===== config.mk =====
export PLATFORM = sky130hd
export DESIGN_NAME = ext_memory_bus
export DESIGN_NICKNAME = d
export VERILOG_FILES = /design/src/core/ext_bus_pkg.sv /design/src/core/byte_fifo.sv /design/src/core/ext_memory_bus.sv
export SDC_FILE = /design/constraint.sdc
export NUM_CORES = 1
export LEC_CHECK = 0
export BUFFER_PORTS_ARGS = -buffer_cell sky130_fd_sc_hd__buf_2
export CAP_MARGIN = 20
export CORE_ASPECT_RATIO = 0.6
export CORE_MARGIN = 2
export CORE_UTILIZATION = 37
export CTS_BUF_LIST = sky130_fd_sc_hd__clkbuf_2 sky130_fd_sc_hd__clkbuf_4 sky130_fd_sc_hd__clkbuf_8
export CTS_CLUSTER_SIZE = 12
export DETAILED_ROUTE_END_ITERATION = 12
export SLEW_MARGIN = 20
export SYNTH_ARGS = -nofsm -noshare
export SYNTH_HDL_FRONTEND = slang
export SYNTH_SLANG_ARGS = --single-unit

===== constraint.sdc =====
create_clock -name CLK -period 4.8 [get_ports CLK]
set_input_delay 0.48 -clock CLK [delete_from_list [all_inputs] [get_ports CLK]]
set_output_delay 0.48 -clock CLK [all_outputs]
set_load 0.02 [all_outputs]

===== src/core/ext_bus_pkg.sv =====
// shared constants and types for the external memory bus and reset entry
// assumes one core clock; machine cycle is a fixed number of core clocks
package ext_bus_pkg;
  localparam int unsigned PHASES_PER_MC     = 6;
  localparam logic [2:0]  PHASE_LAST        = 3'h5;
  localparam int unsigned RESET_HOLD_MC     = 2;
  localparam int unsigned PROGRAM_PULSE_N_ENTRY_MC     = 10;
  localparam logic [3:0]  RESET_HOLD_CNT    = 4'h2;
  localparam logic [3:0]  PROGRAM_PULSE_N_ENTRY_CNT    = 4'ha;
  localparam logic [7:0]  PORT_RESET        = 8'hff;
  localparam int unsigned FIFO_DEPTH        = 8;
  localparam int unsigned DATA_W            = 8;
  localparam logic [15:0] EXT_ADDR_TOP      = 16'hffff;

  typedef enum logic [1:0] {
    ACC_FETCH,
    ACC_WIDE_MOVE,
    ACC_NARROW_MOVE
  } access_kind_t;

  typedef enum logic [2:0] {
    ST_RESET,
    ST_RESET_DONE,
    ST_RUN,
    ST_HOST_PROGRAM_PULSE_N
  } mode_t;
endpackage


===== src/core/byte_fifo.sv =====
// small synchronous fifo with valid/ready on both sides
// assumes one clock and async active-low reset
module byte_fifo #(
  parameter int unsigned WIDTH = 8,
  parameter int unsigned DEPTH = 8
) (
  input  wire logic             CLK,
  input  wire logic             RST_N,
  input  wire logic [WIDTH-1:0] in_data,
  input  wire logic             in_valid,
  output logic                  in_ready,
  output logic [WIDTH-1:0]      out_data,
  output logic                  out_valid,
  input  wire logic             out_ready
);
  localparam int unsigned AW = $clog2(DEPTH);

  logic [WIDTH-1:0] mem [DEPTH];
  logic [AW-1:0]    wr_ptr_reg;
  logic [AW-1:0]    rd_ptr_reg;
  logic [AW:0]      count_reg;
  logic             push;
  logic             pop;

  assign in_ready  = (count_reg != (AW+1)'(DEPTH));
  assign out_valid = (count_reg != '0);
  assign push      = in_valid && in_ready;
  assign pop       = out_valid && out_ready;
  assign out_data  = mem[rd_ptr_reg];

  always_ff @(posedge CLK) begin
    if (push) begin
      mem[wr_ptr_reg] <= in_data;
    end
  end

  always_ff @(posedge CLK or negedge RST_N) begin
    if (!RST_N) begin
      wr_ptr_reg <= '0;
      rd_ptr_reg <= '0;
      count_reg  <= '0;
    end else begin
      if (push) begin
        wr_ptr_reg <= (wr_ptr_reg == AW'(DEPTH-1)) ? '0 : wr_ptr_reg + 1'b1;
      end
      if (pop) begin
        rd_ptr_reg <= (rd_ptr_reg == AW'(DEPTH-1)) ? '0 : rd_ptr_reg + 1'b1;
      end
      count_reg <= count_reg + (AW+1)'(push) - (AW+1)'(pop);
    end
  end
endmodule // byte_fifo


===== src/core/ext_memory_bus.sv =====
// external memory bus sequencer and reset / programming-mode entry
// assumes the core presents access requests on CLK; pins are synchronised
module ext_memory_bus (
  input  wire logic        CLK,
  input  wire logic        RST_N,
  input  wire logic        RST_PIN,
  input  wire logic        EXT_FETCH_SELECT_N,
  input  wire logic        SECURITY_LOCK,
  input  wire logic        REQ_VALID,
  output logic             REQ_READY,
  input  wire logic [1:0]  REQ_KIND,
  input  wire logic        REQ_WRITE,
  input  wire logic [15:0] REQ_ADDR,
  input  wire logic [7:0]  REQ_WDATA,
  input  wire logic        REQ_INTERNAL,
  output logic [7:0]       RDATA,
  output logic             RDATA_VALID,
  input  wire logic        RDATA_READY,
  input  wire logic [7:0]  PORT_ZERO_LATCH,
  input  wire logic [7:0]  PORT_TWO_LATCH,
  input  wire logic        SERIAL_OUT,
  output logic             SERIAL_IN,
  output logic             EXT_IRQ0_N,
  output logic             EXT_IRQ1_N,
  output logic             TIMER0_INPUT,
  output logic             TIMER1_INPUT,
  input  wire logic [7:0]  P0_IN,
  output logic [7:0]       P0_OUT,
  output logic [7:0]       P0_OE,
  output logic [7:0]       P2_OUT,
  output logic [7:0]       P3_OUT,
  input  wire logic [7:0]  P1_IN,
  input  wire logic [7:0]  P2_IN,
  input  wire logic [7:0]  P3_IN,
  output logic             ALE_OUT,
  output logic             ALE_OE,
  input  wire logic        ALE_IN,
  output logic             PROGRAM_FETCH_STROBE_N_OUT,
  output logic             PROGRAM_FETCH_STROBE_N_OE,
  input  wire logic        PROGRAM_FETCH_STROBE_N_IN,
  output logic             EXT_FETCH_ACTIVE,
  output logic             HOST_PROGRAM_PULSE_N_MODE,
  output logic             IN_RESET,
  output logic             PROGRAM_PULSE_N,
  output logic [15:0]      PROGRAM_PULSE_N_ADDR,
  output logic [7:0]       PROGRAM_PULSE_N_CODE,
  input  wire logic [7:0]  PROGRAM_PULSE_N_VERIFY_DATA,
  input  wire logic        PROGRAM_PULSE_N_VERIFY
);
  typedef struct packed {
    ext_bus_pkg::mode_t        mode;
    logic [3:0]                rst_cnt;
    logic [3:0]                phase_cnt;
    logic [2:0]                phase;
    logic                      ea_latched_n;
    logic                      strobe_prev;
    logic                      busy;
    ext_bus_pkg::access_kind_t kind;
    logic                      write;
    logic [15:0]               addr;
    logic [7:0]                wdata;
    logic [7:0]                p0_out;
    logic [7:0]                p0_oe;
    logic [7:0]                p2_out;
    logic                      ale;
    logic                      program_fetch_strobe_n_n;
    logic                      rd_n;
    logic                      wr_n;
    logic [7:0]                rdata;
    logic                      rvalid;
  } state_t;

  // two-flop synchronisers for every pin input
  logic [31:0] sync1_reg;
  logic [31:0] sync2_reg;
  logic [31:0] pins_raw;
  assign pins_raw = {P0_IN, P1_IN, P2_IN, P3_IN};
  logic [4:0]  ctl1_reg;
  logic [4:0]  ctl2_reg;

  always_ff @(posedge CLK or negedge RST_N) begin
    if (!RST_N) begin
      sync1_reg <= '0;
      sync2_reg <= '0;
      ctl1_reg  <= 5'h1e;
      ctl2_reg  <= 5'h1e;
    end else begin
      sync1_reg <= pins_raw;
      sync2_reg <= sync1_reg;
      ctl1_reg  <= {PROGRAM_FETCH_STROBE_N_IN, ALE_IN, EXT_FETCH_SELECT_N,
                    SECURITY_LOCK, RST_PIN};
      ctl2_reg  <= ctl1_reg;
    end
  end

  logic [7:0] p0_s;
  logic [7:0] p1_s;
  logic [7:0] p2_s;
  logic [7:0] p3_s;
  logic       rst_s;
  logic       lock_s;
  logic       ea_s;
  logic       ale_s;
  logic       program_fetch_strobe_n_s;
  assign {p0_s, p1_s, p2_s, p3_s} = sync2_reg;
  assign {program_fetch_strobe_n_s, ale_s, ea_s, lock_s, rst_s} = ctl2_reg;

  // read data leaves through the fifo so the core can stall it
  logic       fifo_in_ready;
  logic       push_rd;
  logic [7:0] push_data;

  byte_fifo #(
    .WIDTH (ext_bus_pkg::DATA_W),
    .DEPTH (ext_bus_pkg::FIFO_DEPTH)
  ) u_rd_fifo (
    .CLK       (CLK),
    .RST_N     (RST_N),
    .in_data   (push_data),
    .in_valid  (push_rd),
    .in_ready  (fifo_in_ready),
    .out_data  (RDATA),
    .out_valid (RDATA_VALID),
    .out_ready (RDATA_READY)
  );

  state_t s_reg;
  state_t s_next;
  logic   ea_eff_n;
  logic   run_ok;

  always_comb begin
    ea_eff_n = lock_s ? s_reg.ea_latched_n : ea_s;
    run_ok   = (s_reg.mode == ext_bus_pkg::ST_RUN);
  end

  // a new access may start only if the fifo can take its read byte
  // taken only in the last phase, so the access owns a whole machine cycle
  assign REQ_READY = run_ok && !s_reg.busy && fifo_in_ready &&
                     (s_reg.phase == ext_bus_pkg::PHASE_LAST);

  always_comb begin
    s_next      = s_reg;
    s_next.strobe_prev = program_fetch_strobe_n_s;
    push_rd     = 1'b0;
    push_data   = s_reg.rdata;

    case (s_reg.mode)
      ext_bus_pkg::ST_RESET: begin
        if (rst_s) begin
          if (s_reg.rst_cnt != ext_bus_pkg::PROGRAM_PULSE_N_ENTRY_CNT) begin
            s_next.rst_cnt = s_reg.rst_cnt + 4'h1;
          end
        end else begin
          s_next.rst_cnt = '0;
        end
        if (s_reg.phase == ext_bus_pkg::PHASE_LAST && rst_s) begin
          s_next.phase_cnt = s_reg.phase_cnt + 4'h1;
          if (s_reg.phase_cnt + 4'h1 >= ext_bus_pkg::RESET_HOLD_CNT) begin
            s_next.mode = ext_bus_pkg::ST_RESET_DONE;
            s_next.ea_latched_n = ea_s;
          end
        end
        if (!rst_s) begin
          s_next.phase_cnt = '0;
        end
      end
      ext_bus_pkg::ST_RESET_DONE: begin
        if (!rst_s) begin
          s_next.mode = ext_bus_pkg::ST_RUN;
        end else begin
          if (s_reg.phase == ext_bus_pkg::PHASE_LAST &&
              s_reg.phase_cnt != ext_bus_pkg::PROGRAM_PULSE_N_ENTRY_CNT) begin
            s_next.phase_cnt = s_reg.phase_cnt + 4'h1;
          end
          if (s_reg.phase_cnt == ext_bus_pkg::PROGRAM_PULSE_N_ENTRY_CNT &&
              s_reg.strobe_prev && !program_fetch_strobe_n_s) begin
            s_next.mode = ext_bus_pkg::ST_HOST_PROGRAM_PULSE_N;
          end
        end
      end
      ext_bus_pkg::ST_HOST_PROGRAM_PULSE_N: begin
        if (!rst_s) begin
          s_next.mode = ext_bus_pkg::ST_RUN;
        end
      end
      default: begin
        if (rst_s) begin
          s_next.mode      = ext_bus_pkg::ST_RESET;
          s_next.phase_cnt = '0;
          s_next.busy      = 1'b0;
        end
      end
    endcase

    s_next.phase = (s_reg.phase == ext_bus_pkg::PHASE_LAST) ? 3'h0
                   : s_reg.phase + 3'h1;

    // defaults: general I/O behaviour of the ports
    s_next.ale    = 1'b0;
    s_next.program_fetch_strobe_n_n = 1'b1;
    s_next.rd_n   = 1'b1;
    s_next.wr_n   = 1'b1;
    s_next.p0_out = 8'h00;
    s_next.p0_oe  = ~PORT_ZERO_LATCH;
    s_next.p2_out = PORT_TWO_LATCH;

    if (REQ_VALID && REQ_READY) begin
      s_next.busy  = 1'b1;
      s_next.kind  = ext_bus_pkg::access_kind_t'(REQ_KIND);
      s_next.write = REQ_WRITE;
      s_next.addr  = REQ_ADDR;
      s_next.wdata = REQ_WDATA;
      if (ext_bus_pkg::access_kind_t'(REQ_KIND) == ext_bus_pkg::ACC_FETCH &&
          REQ_INTERNAL && ea_eff_n) begin
        s_next.busy = 1'b0;
      end else begin
        // address phase 0 is launched from the taking edge itself
        s_next.ale    = 1'b1;
        s_next.p0_out = REQ_ADDR[7:0];
        s_next.p0_oe  = 8'hff;
        if (ext_bus_pkg::access_kind_t'(REQ_KIND) !=
            ext_bus_pkg::ACC_NARROW_MOVE) begin
          s_next.p2_out = REQ_ADDR[15:8];
        end
      end
    end

    if (s_reg.busy && run_ok && s_reg.phase != ext_bus_pkg::PHASE_LAST) begin
      // phases 0-1 address, 2-4 data, 5 finish; two fetch strobes per cycle
      if (s_reg.kind != ext_bus_pkg::ACC_NARROW_MOVE) begin
        s_next.p2_out = s_reg.addr[15:8];
      end else begin
        s_next.p2_out = PORT_TWO_LATCH;
      end
      if (s_next.phase == 3'h1) begin
        // latch strobe already low while the address still stands
        s_next.p0_out = s_reg.addr[7:0];
        s_next.p0_oe  = 8'hff;
        s_next.ale    = 1'b0;
      end else if (s_reg.kind == ext_bus_pkg::ACC_FETCH) begin
        s_next.p0_oe  = 8'h00;
        s_next.program_fetch_strobe_n_n = !(s_next.phase == 3'h2 || s_next.phase == 3'h4);
      end else begin
        // data move: fetch strobes suppressed for this cycle
        s_next.program_fetch_strobe_n_n = 1'b1;
        s_next.p0_out = s_reg.write ? s_reg.wdata : 8'h00;
        s_next.p0_oe  = s_reg.write ? 8'hff : 8'h00;
        s_next.wr_n   = !(s_reg.write && s_next.phase != 3'h5);
        s_next.rd_n   = !(!s_reg.write && s_next.phase != 3'h5);
      end
      if (s_reg.phase == 3'h4 && !(s_reg.kind != ext_bus_pkg::ACC_FETCH &&
                                   s_reg.write)) begin
        s_next.rdata = p0_s;
      end
    end
    if (s_reg.busy && run_ok && s_reg.phase == ext_bus_pkg::PHASE_LAST) begin
      s_next.busy = 1'b0;
      push_rd = !(s_reg.kind != ext_bus_pkg::ACC_FETCH && s_reg.write);
    end

    if (s_reg.mode == ext_bus_pkg::ST_HOST_PROGRAM_PULSE_N) begin
      s_next.p0_out = PROGRAM_PULSE_N_VERIFY_DATA;
      s_next.p0_oe  = PROGRAM_PULSE_N_VERIFY ? 8'hff : 8'h00;
      s_next.p2_out = ext_bus_pkg::PORT_RESET;
    end
    if (s_reg.mode != ext_bus_pkg::ST_RUN &&
        s_reg.mode != ext_bus_pkg::ST_HOST_PROGRAM_PULSE_N) begin
      s_next.p0_oe  = 8'h00;
      s_next.p2_out = ext_bus_pkg::PORT_RESET;
    end
  end

  always_ff @(posedge CLK or negedge RST_N) begin
    if (!RST_N) begin
      s_reg              <= '0;
      s_reg.mode         <= ext_bus_pkg::ST_RESET;
      s_reg.ea_latched_n <= 1'b1;
      s_reg.strobe_prev  <= 1'b1;
      s_reg.program_fetch_strobe_n_n       <= 1'b1;
      s_reg.rd_n         <= 1'b1;
      s_reg.wr_n         <= 1'b1;
      s_reg.p2_out       <= ext_bus_pkg::PORT_RESET;
    end else begin
      s_reg <= s_next;
    end
  end

  logic host;
  assign host = (s_reg.mode == ext_bus_pkg::ST_HOST_PROGRAM_PULSE_N);

  assign P0_OUT  = s_reg.p0_out;
  assign P0_OE   = s_reg.p0_oe;
  assign P2_OUT  = s_reg.p2_out;
  assign P3_OUT  = {s_reg.rd_n, s_reg.wr_n, 4'hf, SERIAL_OUT, 1'b1};
  assign SERIAL_IN    = p3_s[0];
  assign EXT_IRQ0_N   = p3_s[2];
  assign EXT_IRQ1_N   = p3_s[3];
  assign TIMER0_INPUT = p3_s[4];
  assign TIMER1_INPUT = p3_s[5];
  assign ALE_OUT = s_reg.ale;
  assign ALE_OE  = !host;
  assign PROGRAM_PULSE_N = host ? ale_s : 1'b1;
  assign PROGRAM_FETCH_STROBE_N_OUT = s_reg.program_fetch_strobe_n_n;
  assign PROGRAM_FETCH_STROBE_N_OE  = (s_reg.mode == ext_bus_pkg::ST_RUN);
  assign PROGRAM_PULSE_N_ADDR = host ? {p3_s[7:6], p2_s[5:0], p1_s} : 16'h0000;
  assign PROGRAM_PULSE_N_CODE = host ? p0_s : 8'h00;
  assign EXT_FETCH_ACTIVE = !ea_eff_n;
  assign HOST_PROGRAM_PULSE_N_MODE   = host;
  assign IN_RESET = (s_reg.mode == ext_bus_pkg::ST_RESET) ||
                    (s_reg.mode == ext_bus_pkg::ST_RESET_DONE);
endmodule // ext_memory_bus


======== Word-level counts from Yosys, hierarchy flattened ========
Memories as Yosys holds them, arrays and structs flattened.
Cells that the tools add are included.
word-level totals
  flip-flop bits (word level) ............. 160
  RAM bits ................................ 64
  bits of input ports ..................... 95
  output and inout port bits .............. 79
  word-level logic and storage cells ...... 152
  memories ................................ 1
memories
  memory         words  bits a word  read ports  clocked after memory_dff  wr ports  RTL line         RTL
  u_rd_fifo.mem  8      8            1           0                         1         byte_fifo.sv:18  logic [WIDTH-1:0] mem [DEPTH];
cells by class
  add/sub/neg operators ................... 6
  magnitude comparators ................... 1
  equal/unequal tests ..................... 27
  muxes and demuxes ....................... 45
  bitwise gates (word level) .............. 2
  reduce and logical (&&, ||, !) cells .... 45
operators with widths
  kind                                                                     count
  8-bit 2-to-1 mux                                                         9
  53-bit 2-to-1 mux                                                        1
  16-bit 2-to-1 mux                                                        3
  36-bit 2-to-1 mux                                                        1
  3-bit 2-to-1 mux                                                         10
  25-bit 2-to-1 mux                                                        1
  24-bit 2-to-1 mux                                                        1
  1-bit logical AND                                                        20
  4-bit 2-to-1 mux                                                         5
  3-bit == test, second input constant                                     5
  2-bit inequality test, second input constant                             7
  3-bit inequality test, second input constant                             4
  4-bit case mux with 3 select lines                                       1
  1-bit 2-to-1 mux                                                         11
  5-bit AND reduction                                                      2
  3-bit by 1-bit adder with 3-bit output, second input constant            3
  3-bit by 2-bit == test with 1-bit output, second input constant          3
  1-bit zero test                                                          9
  3-bit case mux with 3 select lines                                       1
  4-bit inequality test, second input constant                             2
  8-bit inverter                                                           1
  4-bit nonzero test                                                       2
  3-bit by 1-bit == test with 1-bit output, second input constant          2
  3-bit by 2-bit inequality test with 1-bit output, second input constant  2
  16 further kinds                                                         20

======== Depth between registers and ports, before layout ========
Gate-level depths: netlist (run 1).
  word-level depth ........................ 11
  gate-level depth with buffers ........... 11

======== By module ========
Synthesis (run 1) repeated with hierarchy kept, for this count alone.
second synthesis, totals
  cell total of the unflattened synthesis .. 576
  area total of the unflattened synthesis .. 8,772.2 sq um
modules (own cells, without submodules)
  module          instances  cells an instance  area an instance (sq um)  seq. area each (sq um)
  ext_memory_bus  1          427                5,680.4                   3,604.7
  byte_fifo       1          149                3,091.7                   2,172.1

======== Worst setup path before layout (run 1) ========
No wires, ideal clock.
  path type ............................... flip-flop to output port
  start point ............................. reg s_reg[78] in the netlist's numbering
  end point ............................... out REQ_READY
  arrival ................................. 2,102 ps
  required time ........................... 4,320 ps
  setup slack ............................. 2,218 ps
  cell stages (with the launch flop) ...... 5
  path buffers ............................ 2
  cells stage by stage .................... dfrtp_1 > nand2b_1 > buf_2 > buf_1 > a2111oi_0
between the ends
  word-level cells in the longest chain between the ends .. 4
RTL lines
  element                                   RTL line               RTL
  start, declared                           ext_memory_bus.sv:127  state_t s_reg;
  start signal, assigned                    ext_memory_bus.sv:285  s_reg <= s_next;
  3-bit by 2-bit == test with 1-bit output  ext_memory_bus.sv:134  run_ok = (s_reg.mode == ext_bus_pkg::ST_RUN);
  1-bit logical AND (3 in a row)            ext_memory_bus.sv:139  assign REQ_READY = run_ok && !s_reg.busy && fifo_in_ready &&
  end, declared                             ext_memory_bus.sv:10   output logic REQ_READY,
No other way between the ends.

======== Worst setup path after layout (run 1) ========
Ends and elaborated chain as after synthesis.

==> flow_summary.yaml, run 1 <==
sta:
  timing.final.crit_share_pct: 64.39
  pin_slew_with_the_least_headroom_to_its_limit_ns: 1.041
  final_max_slew_viol_count: 0
  report.final.hold_viol_count: 1
  setup_total_negative_slack_ns: 0
  final.hold.worst_slack_ns: -0.01054
  slew_headroom_pct: 30.36
  report.final.setup_viol: 0
  timing.clock.skew_ns: 0.02267
  rsz0062_at_grt: "false"
  achievable-frequency_mhz: 323.5
  finalWorstPathRequiredPeriod_ns: 3.091
routing:
  met2_wirelength_microns: 7725
  dr_wl_met3_microns: 1210
  detail_route.drc_violations: 0
  wire_length_the_detailed_router_placed_on_met1_microns: 9634
  ant_nets: 0
  dr.max_layer_used: "met4"
  routed_vias_inst: 4.745
  drt_first_pass_iters: 4
  vias: 5267
  aggregate_routed_wire_length_microns: 19030
  detailedRoute.firstIterationViolations: 280
  detail_route.wl_per_cell_microns: 17.15
finish:
  layoutNonFillerInstCount: 1110
  layout.nets: 878
  synthToLayoutAreaGrowth_pct: 23.79
  post-route-util_pct: 46.66
  largest_register_ff_count: 64
  final_design_area_no_fill_sq_mm: 0.01077
  post_route_cells_drive_above_1_share_pct: 41.18
setup_path:
  reg2reg_from: "s_reg[78]"
  cpPeakStageDelay_ns: 0.66
  worst_path_max_delay_cell: "nand2b_1"
  crit_end_category: "primary output"
  crit_type: "flop to primary output"
  cp_top_delay_family: "simple AND/OR/NAND/NOR gates"
  timing.critical_path.buf_inv: 1
  r2r_end: "P0_OE[7]"
  critical_path.startpoint_type: "flop"
  arrival_ns: 2.61
  worstPathRequired_ns: 4.32
  r2r.worst_path.cells: 5
  critical_path_peak_fanout: 20
  worstPathCellList: "nand2b_1 > a2111oi_0 > buf_2"
  r2r_setup_slack_ns: 1.77
global_route:
  global_route.usage.total_pct: 15.96
  antenna_found_initial: 1
  leftover_overflow_at_the_end_of_global_routing: 0
  grt_pass1_vias: 5462
  grt_max_degree: 105
  grt_pass1_wl_microns: 30520
run_status:
  violations: "hold timing"
  run_status: "finished with violations"
placed_design:
  dpl-instance-area_sq_mm: 0.009598
  detailedPlacementHpwl_microns: 12630
  buffer_ports.inserted: 163
  gp_congestion: 0.7768
  dpl.cell_count: 1017
clocking:
  cts_buffers: 31
  worst_setup_hold_path_clk_slew_ns: 0.07
  cts_tree: "yes"
  cts_sinks: 217
  clock_tree.buffer_depth: 3
  clockRootBuffer: "clkbuf_8"
  cts-resized-gates: 0
  worstSkewPairLatency_ns: 0.59
  cts_htree_levels: 1
  cts_hold_repair.buffers: 34
  cts.repair_timing.setup_buffer_count: 0
power:
  p_clk_share_pct: 40.5
  swShare_pct: 25.05
  combPwrFrac_pct: 14.3
  irDropWorstVdd_mv: 0.2025
  intPower_mw: 3.517
  total_power_mw: 4.693
  p_sw_mw: 1.176
  power.leakage_nw: 4.782
  seq_power_share_pct: 45.2
  power-per-cell-area_mw_per_mm2: 435.8
floorplan:
  rows: 43
  die_area_sq_mm: 0.02480
  ioPinCount: 174
  floorplan.core_area_sq_mm: 0.02308
  die_width_microns: 202.0
  floorplan.initialDensity_pct: 37.69
  die_height_microns: 122.8
logic_synthesis:
  seq_area_frac_synth_pct: 66.40
  ys_seq_elements: 217
  syn-cell-area_sq_mm: 0.008700
  syn_inst: 590
  synth-adder-area-share_pct: 2.100
  synth_top_family_by_area: "multiplexers"
  synthesis.yosys.warnings: 0
  synth_common_cells: "dfrtp_1 (132), edfxtp_1 (64), mux2_2 (50)"
  post_synth_mux_area_share_pct: 11.41
  synth.most_common_cell: "dfrtp_1"
  synth_edf_count: 64
  synth_xor_area_share_pct: 0.3020
  yosys.cell_types.count: 55
  ys_top_cells_by_area: "dfrtp_1 (38%), edfxtp_1 (22%), mux2_2 (6.5%)"
  syn-mean-instance-area_sq_um: 14.75
  synth_compound_area_share_pct: 5.825
  synth_simple_gate_area_share_pct: 8.629
  ys.flop_type: "dfrtp_1"
  netlist.top_cell.by_area: "dfrtp_1"
  postSynth.asyncResetShare_pct: 70.51
  proportion_of_netlist_area_held_by_the_largest_area_contributor_pct: 37.97
hold_path:
  hp-class: "input pin to async pin"
job:
  cap_violations: 0
==> power by group through the flow <==
stage                     Combinational, mW  Sequential, mW  Clock (mW)
after detailed placement              0.664            2.16           0
after global routing                  0.748            2.14        2.05
after floorplan                       0.529            2.06           0
after CTS                             0.689            2.13        1.95
final                                 0.672            2.12        1.90
after global placement                0.662            2.16           0
==> kinds of logic (layout without fill, tap and decap cells) <==
group                      count (synthesis)  count (layout)
AOI/OAI and AO/OA                         62              62
xor gates and xnor gates                   3               3
adders and majority gates                 14              14
buffers and inverters                     81             281
DFF                                      217             217
muxes                                     72              72
other                                      1               6
and+or+nand+nor                          140             140
==> worst reg2reg max path, cell delays in order (launching register included) <==
cell and delay, ns:
dfrtp_1 0.61, nand2b_1 0.66, inv_2 0.22, nand3_1 0.42, o311ai_2 0.84, a21oi_1 0.11
==> worst max path at each step <==
stage,startpoint,end,slack [ns],depth (start not counted)
detailed placement,s_reg[78],u_rd_fifo.mem[5][0],1.77,4
global route,s_reg[78],REQ_READY,1.48,3
global placement,s_reg[78],u_rd_fifo.mem[5][0],1.84,4
finish,s_reg[78],REQ_READY,1.71,3
floorplan,s_reg[78],REQ_READY,2.22,4
CTS,u_rd_fifo.rd_ptr_reg[0],RDATA[4],1.36,4
==> metal layers <==
metal / GRT usage [%] / vias to the layer above
li1: - / 2472
met3: 4.010 / 40
met2: 22.38 / 152
met1: 24.28 / 2603
met5: 0 / -
met4: 4.642 / 0
==> per-stage QoR <==
stage	worst slack (ns)	hold WS (ns)
2_1_floorplan	2.218	0.1844
3_3_place_gp	1.842	0.3313
3_5_place_dp	1.775	0.3347
4_1_cts	1.364	0.02708
5_1_grt	1.479	0.04186
6_report	1.709	-0.01054
==> layout by cell type (no fill, tap or decap), types with 2 or more instances in the layout <==
| cell | netlist | layout |
|---|---|---|
| buf_2 | 11 | 162 |
| dfrtp_1 | 132 | 131 |
| edfxtp_1 | 64 | 64 |
| mux2_2 | 50 | 50 |
| and3_1 | 41 | 41 |
| clkbuf_8 | 0 | 36 |
| nand2_1 | 35 | 35 |
| dlygate4sd3_1 | 0 | 34 |
| dfstp_2 | 21 | 21 |
| a21oi_1 | 19 | 19 |
| inv_1 | 17 | 17 |
| nor2_1 | 16 | 16 |
| mux4_2 | 16 | 16 |
| ha_1 | 13 | 13 |
| nand3_1 | 12 | 12 |
| nor3_1 | 11 | 11 |
| nand2b_1 | 9 | 9 |
| a2111oi_0 | 9 | 9 |
| a311o_1 | 8 | 8 |
| a211oi_1 | 8 | 8 |
| clkbuf_4 | 0 | 8 |
| bufinv_16 | 0 | 8 |
| buf_4 | 36 | 8 |
| conb_1 | 1 | 5 |
| nor2b_1 | 4 | 4 |
| o21ai_0 | 4 | 4 |
| clkinv_2 | 0 | 4 |
| mux2_1 | 3 | 3 |
| mux2i_1 | 2 | 2 |
| a2111oi_4 | 2 | 2 |
| nand3b_1 | 2 | 2 |
| or3_1 | 2 | 2 |
| xor2_1 | 2 | 2 |
==> final cells by class <==
type                    count  area, sq um
fillers                  2063        12310
flip-flops and latches    217         5778
multi-input cells         296         2477
repair buffers            205         1222
clock buffers              44        555.5
well taps                 315        394.1
clock inverters            14        271.5
inverters                  18        67.56
diodes                      1        2.502
(Power assumes the default switching activity.)
==> inputs of run 2 (changes only) <==
clock period = 2.5 ns   (was 4.8 ns; I/O delays follow)
==> run 2 against run 1 <==
- the flow now finishes without violations
- non-clock buffer count increased by 72
- global-route usage rose by 0.54 points
- clock power grew 56%
- cell count grew 6.4%
==> flow_summary.yaml, run 2 (synthesis results as in run 1) <==
run_status:
  run_status: "finished, final reports clean"
floorplan:
  floorplan.initialDensity_pct: 37.69
  floorplan.core_area_sq_mm: 0.02308
  die_height_microns: 122.8
  rows: 43
  die_area_sq_mm: 0.02480
  ioPinCount: 174
  die_width_microns: 202.0
hold_path:
  hp-class: "input pin to flop"
  min-delay-start: "PROGRAM_PULSE_N_VERIFY_DATA[4]"
  worst_hold_path.endpoint: "P0_OUT[4]"
  hold_depth: 3
sta:
  report.final.hold_viol_count: 0
  report.final.setup_viol: 0
  final_max_slew_viol_count: 0
  timing.clock.skew_ns: 0.01847
  timing.final.crit_share_pct: 95.45
  pin_slew_with_the_least_headroom_to_its_limit_ns: 0.6661
  achievable-frequency_mhz: 419.1
  finalWorstPathRequiredPeriod_ns: 2.386
  rsz0062_at_grt: "true"
  final.hold.worst_slack_ns: 0.03066
  slew_headroom_pct: 54.32
setup_path:
  worstPathRequired_ns: 2.25
  arrival_ns: 2.14
  r2r_end: "P2_OUT[0]"
  crit_end_category: "primary output"
  r2r.worst_path.cells: 6
  crit_type: "flop to primary output"
  r2r_setup_slack_ns: 0.31
  critical_path_peak_fanout: 19
  reg2reg_from: "s_reg[79]"
  critical_path.startpoint_type: "flop"
global_route:
  gr-usage-met2_pct: 23.67
  leftover_overflow_at_the_end_of_global_routing: 0
  use_met3_pct: 3.558
  global_route.peak_usage_layer: "met1"
  grt_max_degree: 58
  met1_usage_grt_pct: 25.36
  grt_pass1_vias: 5665
  grt_pass1_wl_microns: 31500
  global_route.usage.total_pct: 16.49
  antenna_found_initial: 0
finish:
  layout_commonest_cell: "buf_2"
  layout.nets: 950
  synthToLayoutAreaGrowth_pct: 30.15
  post-route-util_pct: 49.05
  diodes: 0
  post_route_cells_drive_above_1_share_pct: 40.65
  largest_register_ff_count: 64
  most-common-layout-cells: "buf_2 (162), dfrtp_1 (131), dlygate4sd3_1 (83)"
placed_design:
  detailedPlacementHpwl_microns: 12970
  buffer_ports.inserted: 163
  gp_congestion: 0.7732
routing:
  detail_route.wl_per_cell_microns: 16.91
  detail_route.drc_violations: 0
  ant_nets: 0
  detailedRoute.firstIterationViolations: 304
  drt_first_pass_iters: 4
  routed_vias_inst: 4.714
  aggregate_routed_wire_length_microns: 19970
  vias: 5567
clocking:
  clockRootBuffer: "clkbuf_8"
  worstSkewPairLatency_ns: 0.59
  cts_htree_levels: 1
  cts_buffers: 31
  cts.repair_timing.setup_buffer_count: 0
  cts_sinks: 217
  clock_tree.buffer_depth: 3
  worst_setup_hold_path_clk_slew_ns: 0.07
  cts_tree: "yes"
power:
  power-per-cell-area_mw_per_mm2: 750.4
  irDropWorstVdd_mv: 0.3653
  total_power_mw: 8.496
  combPwrFrac_pct: 18.0
  p_sw_mw: 2.255
  p_clk_share_pct: 34.8
  power.leakage_nw: 5.098
  swShare_pct: 26.55
  intPower_mw: 6.241
  seq_power_share_pct: 47.1
job:
  cap_violations: 0
run 2: what timing repair did:
action	CTS	global route
hold buffers	83	0
endpoints found under the setup margin	8	3
hold endpoints to repair	138	0
gates resized for setup	4	3
run 2: power by group through the flow:
stage / Clock [mW] / Sequential [mW] / Combinational (mW)
after floorplan: 0 / 3.95 / 1.04
after global placement: 0 / 4.06 / 1.41
after detailed placement: 0 / 4.07 / 1.43
after CTS: 3.06 / 4.01 / 1.56
after global routing: 3.24 / 4.03 / 1.70
final: 2.96 / 4.01 / 1.53
run 2: area by class of cell:
class,count,area [sq um]
flip-flops and latches,217,5778
inverters,18,67.56
well taps,315,394.1
clock inverters,4,22.52
fillers,2031,11760
repair buffers,277,1923
clock buffers,54,649.4
multi-input cells,296,2487
run 2: critical path, stage by stage, from the launching register on:
cell     delay, ns
dfrtp_1       0.37
buf_12        0.19
mux4_2        0.53
mux2_2        0.29
buf_2         0.16
run 2: worst max path at each step:
stage | endpoint | cells past startpoint | start | slack [ns]
2_1_floorplan | u_rd_fifo.count_reg[2] | 10 | u_rd_fifo.count_reg[1] | 0.1
3_3_place_gp | P2_OUT[6] | 6 | s_reg[79] | 0.37
3_5_place_dp | P2_OUT[1] | 6 | s_reg[79] | 0.36
4_1_cts | RDATA[5] | 4 | u_rd_fifo.rd_ptr_reg[0] | 0.03
5_1_grt | REQ_READY | 4 | s_reg[79] | -0.01
6_report | RDATA[5] | 4 | u_rd_fifo.rd_ptr_reg[0] | 0.11
run 2: per-layer routing:
layer | wire length [microns] | up-vias
li1 | - | 2607
met1 | 10040 | 2757
met2 | 8446 | 175
met3 | 1172 | 28
met4 | 315 | 0
met5 | 0 | -
run 2: metrics by stage:
stage | setup TNS, ns | area (sq um) | std cells | setup WS (ns)
floorplan | 0 | 8715 | 594 | 0.09683
global placement | 0 | 9796 | 1040 | 0.3735
detailed placement | 0 | 9796 | 1040 | 0.3639
CTS | 0 | 11310 | 1181 | 0.02955
global route | -0.01326 | 11320 | 1181 | -0.01135
finish | 0 | 11320 | 1181 | 0.1137
